File: src/rtl/scfg_pkg.sv
// Constants shared by the serial configuration bank and its frame shifter.
// Assumes a byte-wide register map reached by 24-bit serial frames.
package scfg_pkg;

  // ==========================================================================
  // Frame layout
  localparam int unsigned ADDR_W     = 15;
  localparam int unsigned DATA_W     = 8;
  localparam int unsigned FRAME_W    = 24;
  localparam logic [4:0]  CNT_HDR    = 5'h10;
  localparam logic [4:0]  CNT_FRAME  = 5'h18;
  localparam int unsigned RW_POS     = 15;

  // ==========================================================================
  // Register offsets
  localparam logic [14:0] OFS_WIRE   = 15'h0010;
  localparam logic [14:0] OFS_CONV   = 15'h0011;
  localparam logic [14:0] OFS_TOP    = 15'h0012;
  localparam logic [14:0] OFS_PD     = 15'h0020;
  localparam logic [14:0] OFS_CM     = 15'h0032;
  localparam logic [14:0] OFS_GATE   = 15'h0039;

  // ==========================================================================
  // Field positions
  localparam int unsigned BIT_WIRE     = 0;
  localparam int unsigned BIT_TOP      = 2;
  localparam int unsigned BIT_PD_REF   = 4;
  localparam int unsigned BIT_PD_CHB   = 1;
  localparam int unsigned BIT_PD_ALL   = 0;
  localparam int unsigned BIT_CM_HIZ   = 5;
  localparam int unsigned BIT_CHB_GATE = 1;
  localparam int unsigned BIT_TERM_OFF = 0;

  // ==========================================================================
  // Values after reset and decodes
  localparam logic       RST_BIT      = 1'b0;
  localparam logic [7:0] RST_BYTE     = 8'h00;
  localparam logic [7:0] CONV_PAGE_ON = 8'hff;

  typedef enum logic [1:0] {
    SCFG_PH_HDR  = 2'b00,
    SCFG_PH_WR   = 2'b01,
    SCFG_PH_RD   = 2'b10,
    SCFG_PH_DONE = 2'b11
  } scfg_phase_t;

endpackage : scfg_pkg

File: src/rtl/scfg_frame_if.sv
// Carries decoded serial frames between the shifter and the register bank.
// Assumes both ends run on the same system clock.
`timescale 1ns/10ps
interface scfg_frame_if;
  logic [14:0] addr;
  logic [7:0]  wdata;
  logic        wr_stb;
  logic [7:0]  rdata;
  logic        three_wire;

  modport link (output addr, output wdata, output wr_stb,
                input rdata, input three_wire);
  modport bank (input addr, input wdata, input wr_stb,
                output rdata, output three_wire);
endinterface : scfg_frame_if

File: src/rtl/scfg_regs.sv
// Serial configuration bank: wiring mode, page selects and top-page controls.
// Assumes the serial pins come straight from package pins (unsynchronised).
`timescale 1ns/10ps

// What this block does
// - Bit 0 at 010h picks four-wire (clear) or three-wire shared data pin.
// - Converter page byte all ones selects converter page; all zeros is normal.
// - Top-page select bit 2 routes later accesses to top-level page registers.
// - Reference-pulse buffer powerdown bit blocks every further reference pulse.
// - Channel-B powerdown bit powers channel B down; clearing restores it.
// - Channel-B powerdown acts only while the gate bit at 039h is set.
// - Bit 0 at 020h enables full-chip powerdown; clear is normal.
// - Bit 5 at 032h drives the bias network through high impedance.
// - Bit 0 at 039h switches the sync input termination off.
// - Every field of 010h, 012h, 020h, 032h, 039h resets to zero.
module scfg_regs (
  input  wire logic sys_clk,
  input  wire logic nrst,
  input  wire logic ce,
  input  wire logic spi_sclk,
  input  wire logic spi_sen_n,
  input  wire logic serial_data_in_pin,
  input  wire logic refpulse_pin,
  output logic      spi_sdout,
  output logic      serial_data_in_pin_drv,
  output logic      serial_data_in_pin_oe_n,
  output logic      three_wire_mode,
  output logic      converter_page_active,
  output logic      top_page_active,
  output logic      refpulse_capture,
  output logic      chan_b_powerdown,
  output logic      full_chip_powerdown,
  output logic      common_mode_high_impedance,
  output logic      sync_input_termination_off
);

  scfg_frame_if f ();

  logic       wire_mode_ff;
  logic [7:0] conv_page_ff;
  logic       top_page_ff;
  logic       refpulse_buffer_powerdown_ff;
  logic       chan_b_powerdown_req_ff;
  logic       full_chip_powerdown_ff;
  logic       common_mode_high_impedance_ff;
  logic       chan_b_powerdown_gate_ff;
  logic       sync_input_termination_off_ff;
  logic       conv_active_ff;
  logic       chb_out_ff;
  logic       ref_s1_ff, ref_s2_ff, ref_s3_ff;
  logic       ref_cap_ff;
  logic       sdout_w, sdio_drv_w, sdio_oe_n_w;

  // ==========================================================================
  // Serial frame shifter
  scfg_spi_shift u_shift (
    .sys_clk      (sys_clk),
    .nrst         (nrst),
    .ce           (ce),
    .sclk_pin     (spi_sclk),
    .sen_n_pin    (spi_sen_n),
    .data_pin     (serial_data_in_pin),
    .f            (f.link),
    .sdout_ff     (sdout_w),
    .sdio_drv_ff  (sdio_drv_w),
    .sdio_oe_n_ff (sdio_oe_n_w)
  );

  // ==========================================================================
  // Address decode
  // The top-page group is invisible unless its select is set, so a stray
  // write during converter-page work cannot power anything down.
  wire hit_wire = (f.addr == scfg_pkg::OFS_WIRE);
  wire hit_conv = (f.addr == scfg_pkg::OFS_CONV);
  wire hit_top  = (f.addr == scfg_pkg::OFS_TOP);
  wire hit_pd   = top_page_ff && (f.addr == scfg_pkg::OFS_PD);
  wire hit_cm   = top_page_ff && (f.addr == scfg_pkg::OFS_CM);
  wire hit_gate = top_page_ff && (f.addr == scfg_pkg::OFS_GATE);

  wire wr_wire  = f.wr_stb & hit_wire;
  wire wr_conv  = f.wr_stb & hit_conv;
  wire wr_top   = f.wr_stb & hit_top;
  wire wr_pd    = f.wr_stb & hit_pd;
  wire wr_cm    = f.wr_stb & hit_cm;
  wire wr_gate  = f.wr_stb & hit_gate;

  // Fixed-one and reserved bits of 039h are not stored: binds the host.
  wire [7:0] rd_wire = {7'h00, wire_mode_ff};
  wire [7:0] rd_top  = {5'h00, top_page_ff, 2'h0};
  wire [7:0] rd_pd   = {3'h0, refpulse_buffer_powerdown_ff, 2'h0,
                        chan_b_powerdown_req_ff, full_chip_powerdown_ff};
  wire [7:0] rd_cm   = {2'h0, common_mode_high_impedance_ff, 5'h00};
  wire [7:0] rd_gate = {6'h00, chan_b_powerdown_gate_ff,
                        sync_input_termination_off_ff};

  assign f.rdata = hit_wire ? rd_wire :
                   hit_conv ? conv_page_ff :
                   hit_top  ? rd_top  :
                   hit_pd   ? rd_pd   :
                   hit_cm   ? rd_cm   :
                   hit_gate ? rd_gate : 8'h00;
  assign f.three_wire = wire_mode_ff;

  wire nxt_chb_out  = chan_b_powerdown_req_ff & chan_b_powerdown_gate_ff;
  wire ref_rise     = ref_s2_ff & ~ref_s3_ff;
  wire nxt_ref_cap  = ref_rise & ~refpulse_buffer_powerdown_ff;
  wire nxt_conv_act = (conv_page_ff == scfg_pkg::CONV_PAGE_ON);

  // ==========================================================================
  // Register storage
  always_ff @(posedge sys_clk or negedge nrst) begin
    if (!nrst) begin
      wire_mode_ff                  <= scfg_pkg::RST_BIT;
      conv_page_ff                  <= scfg_pkg::RST_BYTE;
      top_page_ff                   <= scfg_pkg::RST_BIT;
      refpulse_buffer_powerdown_ff  <= scfg_pkg::RST_BIT;
      chan_b_powerdown_req_ff       <= scfg_pkg::RST_BIT;
      full_chip_powerdown_ff        <= scfg_pkg::RST_BIT;
      common_mode_high_impedance_ff <= scfg_pkg::RST_BIT;
      chan_b_powerdown_gate_ff      <= scfg_pkg::RST_BIT;
      sync_input_termination_off_ff <= scfg_pkg::RST_BIT;
    end else if (ce) begin
      if (wr_wire) begin
        wire_mode_ff <= f.wdata[scfg_pkg::BIT_WIRE];
      end
      if (wr_conv) begin
        conv_page_ff <= f.wdata;
      end
      if (wr_top) begin
        top_page_ff <= f.wdata[scfg_pkg::BIT_TOP];
      end
      if (wr_pd) begin
        refpulse_buffer_powerdown_ff <= f.wdata[scfg_pkg::BIT_PD_REF];
        chan_b_powerdown_req_ff      <= f.wdata[scfg_pkg::BIT_PD_CHB];
        full_chip_powerdown_ff       <= f.wdata[scfg_pkg::BIT_PD_ALL];
      end
      if (wr_cm) begin
        common_mode_high_impedance_ff <= f.wdata[scfg_pkg::BIT_CM_HIZ];
      end
      if (wr_gate) begin
        chan_b_powerdown_gate_ff      <= f.wdata[scfg_pkg::BIT_CHB_GATE];
        sync_input_termination_off_ff <= f.wdata[scfg_pkg::BIT_TERM_OFF];
      end
    end
  end

  // ==========================================================================
  // Output stage and reference-pulse capture
  always_ff @(posedge sys_clk or negedge nrst) begin
    if (!nrst) begin
      conv_active_ff <= 1'b0;
      chb_out_ff     <= 1'b0;
      ref_s1_ff      <= 1'b0;
      ref_s2_ff      <= 1'b0;
      ref_s3_ff      <= 1'b0;
      ref_cap_ff     <= 1'b0;
    end else if (ce) begin
      conv_active_ff <= nxt_conv_act;
      chb_out_ff     <= nxt_chb_out;
      ref_s1_ff      <= refpulse_pin;
      ref_s2_ff      <= ref_s1_ff;
      ref_s3_ff      <= ref_s2_ff;
      ref_cap_ff     <= nxt_ref_cap;
    end
  end

  assign spi_sdout                  = sdout_w;
  assign serial_data_in_pin_drv     = sdio_drv_w;
  assign serial_data_in_pin_oe_n    = sdio_oe_n_w;
  assign three_wire_mode            = wire_mode_ff;
  assign converter_page_active      = conv_active_ff;
  assign top_page_active            = top_page_ff;
  assign refpulse_capture           = ref_cap_ff;
  assign chan_b_powerdown           = chb_out_ff;
  assign full_chip_powerdown        = full_chip_powerdown_ff;
  assign common_mode_high_impedance = common_mode_high_impedance_ff;
  assign sync_input_termination_off = sync_input_termination_off_ff;
endmodule : scfg_regs

File: src/rtl/scfg_spi_shift.sv
// Serial frame shifter: oversamples the serial pins on the system clock.
// Assumes the serial clock half period spans at least three system clocks.
`timescale 1ns/10ps
module scfg_spi_shift (
  input  wire logic   sys_clk,
  input  wire logic   nrst,
  input  wire logic   ce,
  input  wire logic   sclk_pin,
  input  wire logic   sen_n_pin,
  input  wire logic   data_pin,
  scfg_frame_if.link  f,
  output logic        sdout_ff,
  output logic        sdio_drv_ff,
  output logic        sdio_oe_n_ff
);

  logic                 sclk_s1_ff, sclk_s2_ff, sclk_s3_ff;
  logic                 sen_s1_ff, sen_s2_ff;
  logic                 din_s1_ff, din_s2_ff;
  logic [4:0]           cnt_ff;
  logic [23:0]          sh_ff;
  logic [7:0]           out_ff;
  logic                 load_ff;
  scfg_pkg::scfg_phase_t ph_ff;

  wire        rise   = sclk_s2_ff & ~sclk_s3_ff;
  wire        fall   = ~sclk_s2_ff & sclk_s3_ff;
  wire        active = ~sen_s2_ff;
  wire [23:0] nxt_sh = {sh_ff[22:0], din_s2_ff};
  wire        hdr_end = (cnt_ff == scfg_pkg::CNT_HDR - 5'h01);
  wire        frm_end = (cnt_ff == scfg_pkg::CNT_FRAME - 5'h01);

  // ==========================================================================
  // Frame sequencing
  always_ff @(posedge sys_clk or negedge nrst) begin
    if (!nrst) begin
      sclk_s1_ff   <= 1'b0;
      sclk_s2_ff   <= 1'b0;
      sclk_s3_ff   <= 1'b0;
      sen_s1_ff    <= 1'b1;
      sen_s2_ff    <= 1'b1;
      din_s1_ff    <= 1'b0;
      din_s2_ff    <= 1'b0;
      cnt_ff       <= 5'h00;
      sh_ff        <= 24'h000000;
      out_ff       <= 8'h00;
      load_ff      <= 1'b0;
      ph_ff        <= scfg_pkg::SCFG_PH_HDR;
      f.addr       <= 15'h0000;
      f.wdata      <= 8'h00;
      f.wr_stb     <= 1'b0;
      sdout_ff     <= 1'b0;
      sdio_drv_ff  <= 1'b0;
      sdio_oe_n_ff <= 1'b1;
    end else if (ce) begin
      sclk_s1_ff <= sclk_pin;
      sclk_s2_ff <= sclk_s1_ff;
      sclk_s3_ff <= sclk_s2_ff;
      sen_s1_ff  <= sen_n_pin;
      sen_s2_ff  <= sen_s1_ff;
      din_s1_ff  <= data_pin;
      din_s2_ff  <= din_s1_ff;
      f.wr_stb   <= 1'b0;
      load_ff    <= 1'b0;
      if (!active) begin
        cnt_ff       <= 5'h00;
        ph_ff        <= scfg_pkg::SCFG_PH_HDR;
        sdio_oe_n_ff <= 1'b1;
      end else begin
        if (rise && ph_ff != scfg_pkg::SCFG_PH_DONE) begin
          sh_ff  <= nxt_sh;
          cnt_ff <= cnt_ff + 5'h01;
          if (hdr_end) begin
            f.addr <= nxt_sh[14:0];
            if (nxt_sh[scfg_pkg::RW_POS]) begin
              ph_ff   <= scfg_pkg::SCFG_PH_RD;
              load_ff <= 1'b1;
            end else begin
              ph_ff <= scfg_pkg::SCFG_PH_WR;
            end
          end
          if (frm_end) begin
            ph_ff <= scfg_pkg::SCFG_PH_DONE;
            if (ph_ff == scfg_pkg::SCFG_PH_WR) begin
              f.wdata  <= nxt_sh[7:0];
              f.wr_stb <= 1'b1;
            end
          end
        end
        // Read data leaves on falling edges so the host samples it on rising.
        if (fall && ph_ff == scfg_pkg::SCFG_PH_RD) begin
          sdout_ff     <= out_ff[7] & ~f.three_wire;
          sdio_drv_ff  <= out_ff[7];
          sdio_oe_n_ff <= ~f.three_wire;
          out_ff       <= {out_ff[6:0], 1'b0};
        end
        if (load_ff) begin
          out_ff <= f.rdata;
        end
      end
    end
  end
endmodule : scfg_spi_shift

File: config.mk
export PLATFORM = sky130hd
export DESIGN_NAME = scfg_regs
export DESIGN_NICKNAME = d
export VERILOG_FILES = /design/src/rtl/scfg_pkg.sv /design/src/rtl/scfg_frame_if.sv /design/src/rtl/scfg_regs.sv /design/src/rtl/scfg_spi_shift.sv
export SDC_FILE = /design/constraint.sdc
export NUM_CORES = 1
export LEC_CHECK = 0
export ABC_AREA = 1
export BUFFER_PORTS_ARGS = -buffer_cell sky130_fd_sc_hd__buf_2
export CAP_MARGIN = 10
export CORE_MARGIN = 2
export CORE_UTILIZATION = 25
export DETAILED_ROUTE_END_ITERATION = 8
export GPL_ROUTABILITY_DRIVEN = 0
export MAX_ROUTING_LAYER = met4
export PLACE_DENSITY = 0.39
export REMOVE_ABC_BUFFERS = 1
export SLEW_MARGIN = 20
export SYNTH_ARGS = -nofsm -noshare
export SYNTH_HDL_FRONTEND = slang
export SYNTH_SLANG_ARGS = --single-unit
File: constraint.sdc
create_clock -name sys_clk -period 3.4 [get_ports sys_clk]
set_clock_uncertainty 0.2 [all_clocks]
set_input_delay 0.51 -clock sys_clk [delete_from_list [all_inputs] [get_ports sys_clk]]
set_output_delay 0.51 -clock sys_clk [all_outputs]
set_load 0.02 [all_outputs]
# Word level (Yosys, flattened, before mapping)
# Cells that the tools add are included.
[op_classes] add_sub_neg=1 n_eq_ne=12 mux=25 bitwise_logic=18 reduce_logical=23
[ops] operator="$eq 15x5->1 const B" n=3
[ops] operator="$eq 15x6->1 const B" n=3
[ops] operator="$mux 8" n=4
[ops] operator="$mux 6" n=3
[ops] operator="$reduce_and 2->1" n=8
[ops] operator="$and 1x1->1" n=12
[ops] operator="$mux 2" n=6
[ops] operator="$reduce_and 3->1" n=4
[ops] operator="$mux 1" n=10
[ops] operator="$mux 5" n=2
[ops] operator="$eq 8x8->1 const B" n=1
[ops] operator="$not 1->1" n=6
[ops] operator="$reduce_bool 2->1" n=3
[ops] operator="$add 5x1->5 const B" n=1
[ops] operator="$eq 5x4->1 const B" n=1
[ops] operator="$eq 5x5->1 const B" n=1
[ops] operator="$logic_and 1x1->1" n=5
[ops] operator="$reduce_and 5->1" n=1
[ops] operator="$reduce_and 4->1" n=1
[ops] operator="$reduce_bool 3->1" n=1
[ops] operator="$eq 2x1->1 const B" n=1
[ops] operator="$eq 2x2->1 const B" n=1
[ops] operator="$ne 2x2->1 const B" n=1
[word_totals] reg_bits=87 in_bits=7 out_inout_bits=11 elab_cells=112

# Longest topological paths before layout
[logic_depth] word_depth=9 depth_mapped=11 mapped_depth_nobuf=11

# Cells and area by module
# Synthesis repeated with hierarchy kept, for this count alone.
[unflattened] cells_unflattened=467 hier_area_um2=4056.4
[by_module_without_submodules] mod="scfg_spi_shift" instances=1 cells_each=307 area_each_um2=2822.7 seq_area_each_um2=1630.3
[by_module_without_submodules] mod="scfg_regs" instances=1 cells_each=160 area_each_um2=1233.7 seq_area_each_um2=550.5

# Least setup slack after synthesis
# Ideal clock, no wire load.
[synth_timing] path_kind="register to register" startpoint="reg u_shift.cnt_ff[0]" endpoint="reg u_shift.ph_ff[1]" setup_time_ps=130 arrival_time_ps=1439 required_time_ps=3070 slack_ps=1631 stages_incl_launch_ff=9 path_buffers=0 synth_period_minus_slack_ps=1769 path_cell_list="dfrtp_1 > ha_1 > nand2_1 > nor2_1 > ha_1 > nor3_1 > nor2_1 > o211ai_1 > o21ai_0"
[synth_between] elab_chain_len=4 word_cells_on_any_way=7 classes_between="eq/ne: 2; mux: 3; reduce/logical: 2"
[synth_lines] element="start: declaration" line_no="scfg_spi_shift.sv:20" text="logic [4:0] cnt_ff;"
[synth_lines] element="start signal: assignment" line_no="scfg_spi_shift.sv:72" text="cnt_ff <= cnt_ff + 5'h01;"
[synth_lines] element="$eq 5x5->1" line_no="scfg_spi_shift.sv:31" text="wire frm_end = (cnt_ff == scfg_pkg::CNT_FRAME - 5'h01);"
[synth_lines] element="$mux 2" line_no="scfg_spi_shift.sv:82" text="if (frm_end) begin"
[synth_lines] element="$mux 2" line_no="scfg_spi_shift.sv:70" text="if (rise && ph_ff != scfg_pkg::SCFG_PH_DONE) begin"
[synth_lines] element="$mux 2" line_no="scfg_spi_shift.sv:65" text="if (!active) begin"
[synth_lines] element="end signal: assignment" line_no="scfg_spi_shift.sv:67" text="ph_ff <= scfg_pkg::SCFG_PH_HDR;"
[synth_lines] element="end signal: assignment" line_no="scfg_spi_shift.sv:76" text="ph_ff <= scfg_pkg::SCFG_PH_RD;"
[synth_lines] element="end signal: assignment" line_no="scfg_spi_shift.sv:83" text="ph_ff <= scfg_pkg::SCFG_PH_DONE;"
[synth_lines] element="end: declaration" line_no="scfg_spi_shift.sv:24" text="scfg_pkg::scfg_phase_t ph_ff;"
# Parallel ways exist; a longest one is shown, timed or not. The select of a mux whose other input is x is not followed.
# A chain may end at the register's enable or synchronous reset.

# Worst setup path in the final report
[layout_timing] startpoint="reg u_shift.sen_s2_ff" endpoint="reg u_shift.f.addr[4]"
[layout_between] elab_chain_len=2
[layout_lines] element="start: declaration" line_no="scfg_spi_shift.sv:18" text="logic sen_s1_ff, sen_s2_ff;"
[layout_lines] element="start signal: assignment" line_no="scfg_spi_shift.sv:60" text="sen_s2_ff <= sen_s1_ff;"
[layout_lines] element="$not 1->1 (no line)"
[layout_lines] element="$reduce_and 4->1 (no line)"
[layout_lines] element="end signal: assignment" line_no="scfg_spi_shift.sv:74" text="f.addr <= nxt_sh[14:0];"
[layout_lines] element="end: declaration" line_no="scfg_frame_if.sv:11" text="modport link (output addr, output wdata, output wr_stb,"
# Every way passes these cells.

==> out/qor.csv <==
metric,value,unit
Inserted Diodes,0,
initial antenna violation count,0,
Routed wire per std cell,13.3,µm
Synth warnings,0,
worst reg2reg setup slack,1190,ps
source of the worst register-to-register timing path,u_shift.sen_s2_ff$_DFFE_PN1P_,
root buffer cell,clkbuf_16,
Synth-to-Final Area Change,15.4,%
dominant combinational cell family by area after synthesis,simple AND/OR/NAND/NOR gates,
fin nets,461,
hold path startpoint,spi_sen_n,
via count of the first global-routing pass,2823,
minimum setup slack after placement,965,ps
post-synthesis instance total,433,
DP HPWL,5.89,mm
Post-Synthesis Mean Instance Area,8.88,µm²
largest driver fanout on the critical path,33,
area of the mapped netlist,0.00384,mm²
number of I/O port buffers,17,
Design Power,2320,µW
min-delay worst type,primary input to flip-flop,
Worst Hold End,u_shift.sen_s1_ff$_DFFE_PN1P_,
number of buffers on the longest clock path,2,
total wire length,8.57,mm
Min-Delay Path Depth,3,
post-synthesis cell type count,38,
number of I/O pins,18,
Worst Slack Setup Final,1190,ps
"Hold Violations, Final",0,
Peak VDD IR,0.305,mV
data arrival time of the critical path,2210,ps
Horiz. Die Dim,128,µm
Avg Vias per Cell,4.31,
ratio of cells with drive above 1 in the final layout,14.4,%
launching element of the worst setup path,u_shift.sen_s2_ff$_DFFE_PN1P_,
setup TNS,0,ps
terminus of the critical flop-to-flop path,u_shift.f.addr[4]$_DFFE_PN0P_,
biggest area contributors in the synthesized netlist,"dfrtp_1 55%, nand2_1 14%, o21ai_0 6.0%",
overall global routing resource usage,12.0,%
most common library cell in the layout ignoring fill and taps,nand2_1,
flip-flop and latch count after synthesis,87,
time the worst path needs with I/O delays and setup,2210,ps
share of the clock period used by the worst path,64.9,%
source-to-sink clock delay at the later pin of the worst-skew pair,340,ps
power per standard cell area,522,mW/mm²
proportion of synthesized chip area in sequential cells,56.7,%
mux share of post-synthesis cell area,1.14,%
R2R depth,5,
Yosys top cell area share,54.7,%
DIE AREA,0.0164,mm²
fillers,1605,
number of nets still failing antenna checks after routing,0,
"post-synthesis share of cell area spent on and, or, nand and nor gates",23.4,%
post-synthesis compound-gate area fraction,11.6,%
global-route wire length before repair,14.6,mm
xor and xnor area share after synthesis,0,%
largest area contributor in the synthesized netlist,dfrtp_1,
Num Clock Sinks,87,
kind of end point of the critical path,flip-flop,
Site Rows,45,
TritonCTS clock tree,built,
pin count of the biggest net entering global routing,87,
slew at the pin closest to its max-slew limit,515,ps
first-iteration detailed-routing DRC count,150,
Critical Path RT,3410,ps
# DRC,0,
Std-Cell Core Area,0.0151,mm²
Slew Limit Headroom,65.5,%
total clock buffers created by CTS,9,
critical path startpoint category,flip-flop,
Initial Util,25.5,%
die span in y,128,µm
Hold Slack,168,ps
"commonest cells after routing, fill and taps aside","144 x nand2_1, 84 x dfrtp_1, 46 x o21ai_0",
vias after detailed routing,2779,
count of pins over their slew limit,0,
Peak Freq,453,MHz
status,"complete, no violations",
total of max-cap violations,0,
clock slew seen by the registers of the worst setup and hold paths,60,ps
count of endpoints failing setup in the final report,0,
H-Tree Level Count,3,
leakage power figure,0.00206,µW
global route total overflow,0,
RSZ-0062 raised after global routing,no,
adder-cell share of the synthesized area,0.651,%
Setup CP Type,flip-flop to flip-flop,
Initial DRT Pass Iterations,4,
-- worst max-delay path: stages (launching register included) --
cell and delay (ps):
dfstp_2 600, nor2_4 70, nand2_2 390, clkinv_2 230
nand2_2 420, o21ai_0 150
-- metal layers --
layer	GRT usage (%)	part of all wire [%]
met1	15.1	50
met2	18.3	46
met4	3.88	1.4
met3	3.80	2.8
met5	-	0
-- kinds of logic after synthesis --
| logic type | after synthesis |
|---|---|
| and+or+nand+nor | 203 |
| DFF | 87 |
| AOI/OAI and AO/OA | 77 |
| buffers and inverters | 60 |
| muxes | 4 |
| adders and majority gates | 2 |
-- flip-flops by register name, indices dropped and copies added (netlist names), 2 cells and up --
signal	count
conv_page_ff	8
u_shift.cnt_ff	5
u_shift.f.addr	15
u_shift.f.wdata	8
u_shift.out_ff	8
u_shift.ph_ff	2
u_shift.sh_ff	15
-- per-stage QoR --
step,cells,cell area (µm²),utilization (%)
6_report,645,4440,29.4
5_1_grt,645,4440,29.4
4_1_cts,645,4440,29.4
3_5_place_dp,628,4130,27.4
3_3_place_gp,628,4130,27.4
2_1_floorplan,420,3770,-
-- cells in the mapped netlist (all sizes together) --
| cell | instances |
|---|---|
| nand2 | 147 |
| dfrtp | 84 |
| o21ai | 63 |
| inv | 45 |
| nor2 | 23 |
| nand4 | 15 |
| nand3 | 14 |
| buf | 8 |
| clkbuf | 5 |
| a21oi | 3 |
| dfstp | 3 |
| mux2 | 3 |
| nor3 | 3 |
| o22ai | 3 |
| o31ai | 3 |
| clkinv | 2 |
| ha | 2 |
| o211ai | 2 |
| a22o | 1 |
| a22oi | 1 |
| mux2i | 1 |
| nor4 | 1 |
| o21bai | 1 |
-- worst max-delay path by stage --
stage / endpoint / slack, ps / cells after the start
global placement: u_shift.f.addr[6]$_DFFE_PN0P_ / 1020 / 7
finish: u_shift.f.addr[4]$_DFFE_PN0P_ / 1190 / 5
floorplan: conv_page_ff[3]$_DFFE_PN0P_ / 1400 / 5
detailed placement: u_shift.f.addr[4]$_DFFE_PN0P_ / 970 / 7
global route: u_shift.f.addr[1]$_DFFE_PN0P_ / 890 / 6
CTS: u_shift.f.addr[4]$_DFFE_PN0P_ / 1130 / 5
-- repair_timing --
action | in CTS | in global routing
hold endpoints to repair | 1 | 0
hold buffers | 1 | 0
gates resized for setup | 0 | 0
setup buffers | 0 | 0
-- power by group --
group | internal, µW | switching [µW] | total, µW | leakage (µW)
combinational | 59.3 | 129 | 188 | 0.000743
sequential | 1110 | 48.1 | 1160 | 0.00118
clock | 555 | 414 | 969 | 0.000141
total | 1730 | 591 | 2320 | 0.00206
-- cell type report --
| class | count | area (µm²) | area share, % |
|---|---|---|---|
| inverters | 47 | 180 | 4.06 |
| multi-input cells | 286 | 1410 | 31.8 |
| flip-flops and latches | 87 | 2180 | 49.2 |
| repair buffers | 21 | 133 | 2.99 |
| clock inverters | 4 | 28.8 | 0.649 |
| clock buffers | 12 | 267 | 6.01 |
| well taps | 188 | 235 | 5.30 |
No activity file was read; power rests on OpenSTA's default activity.
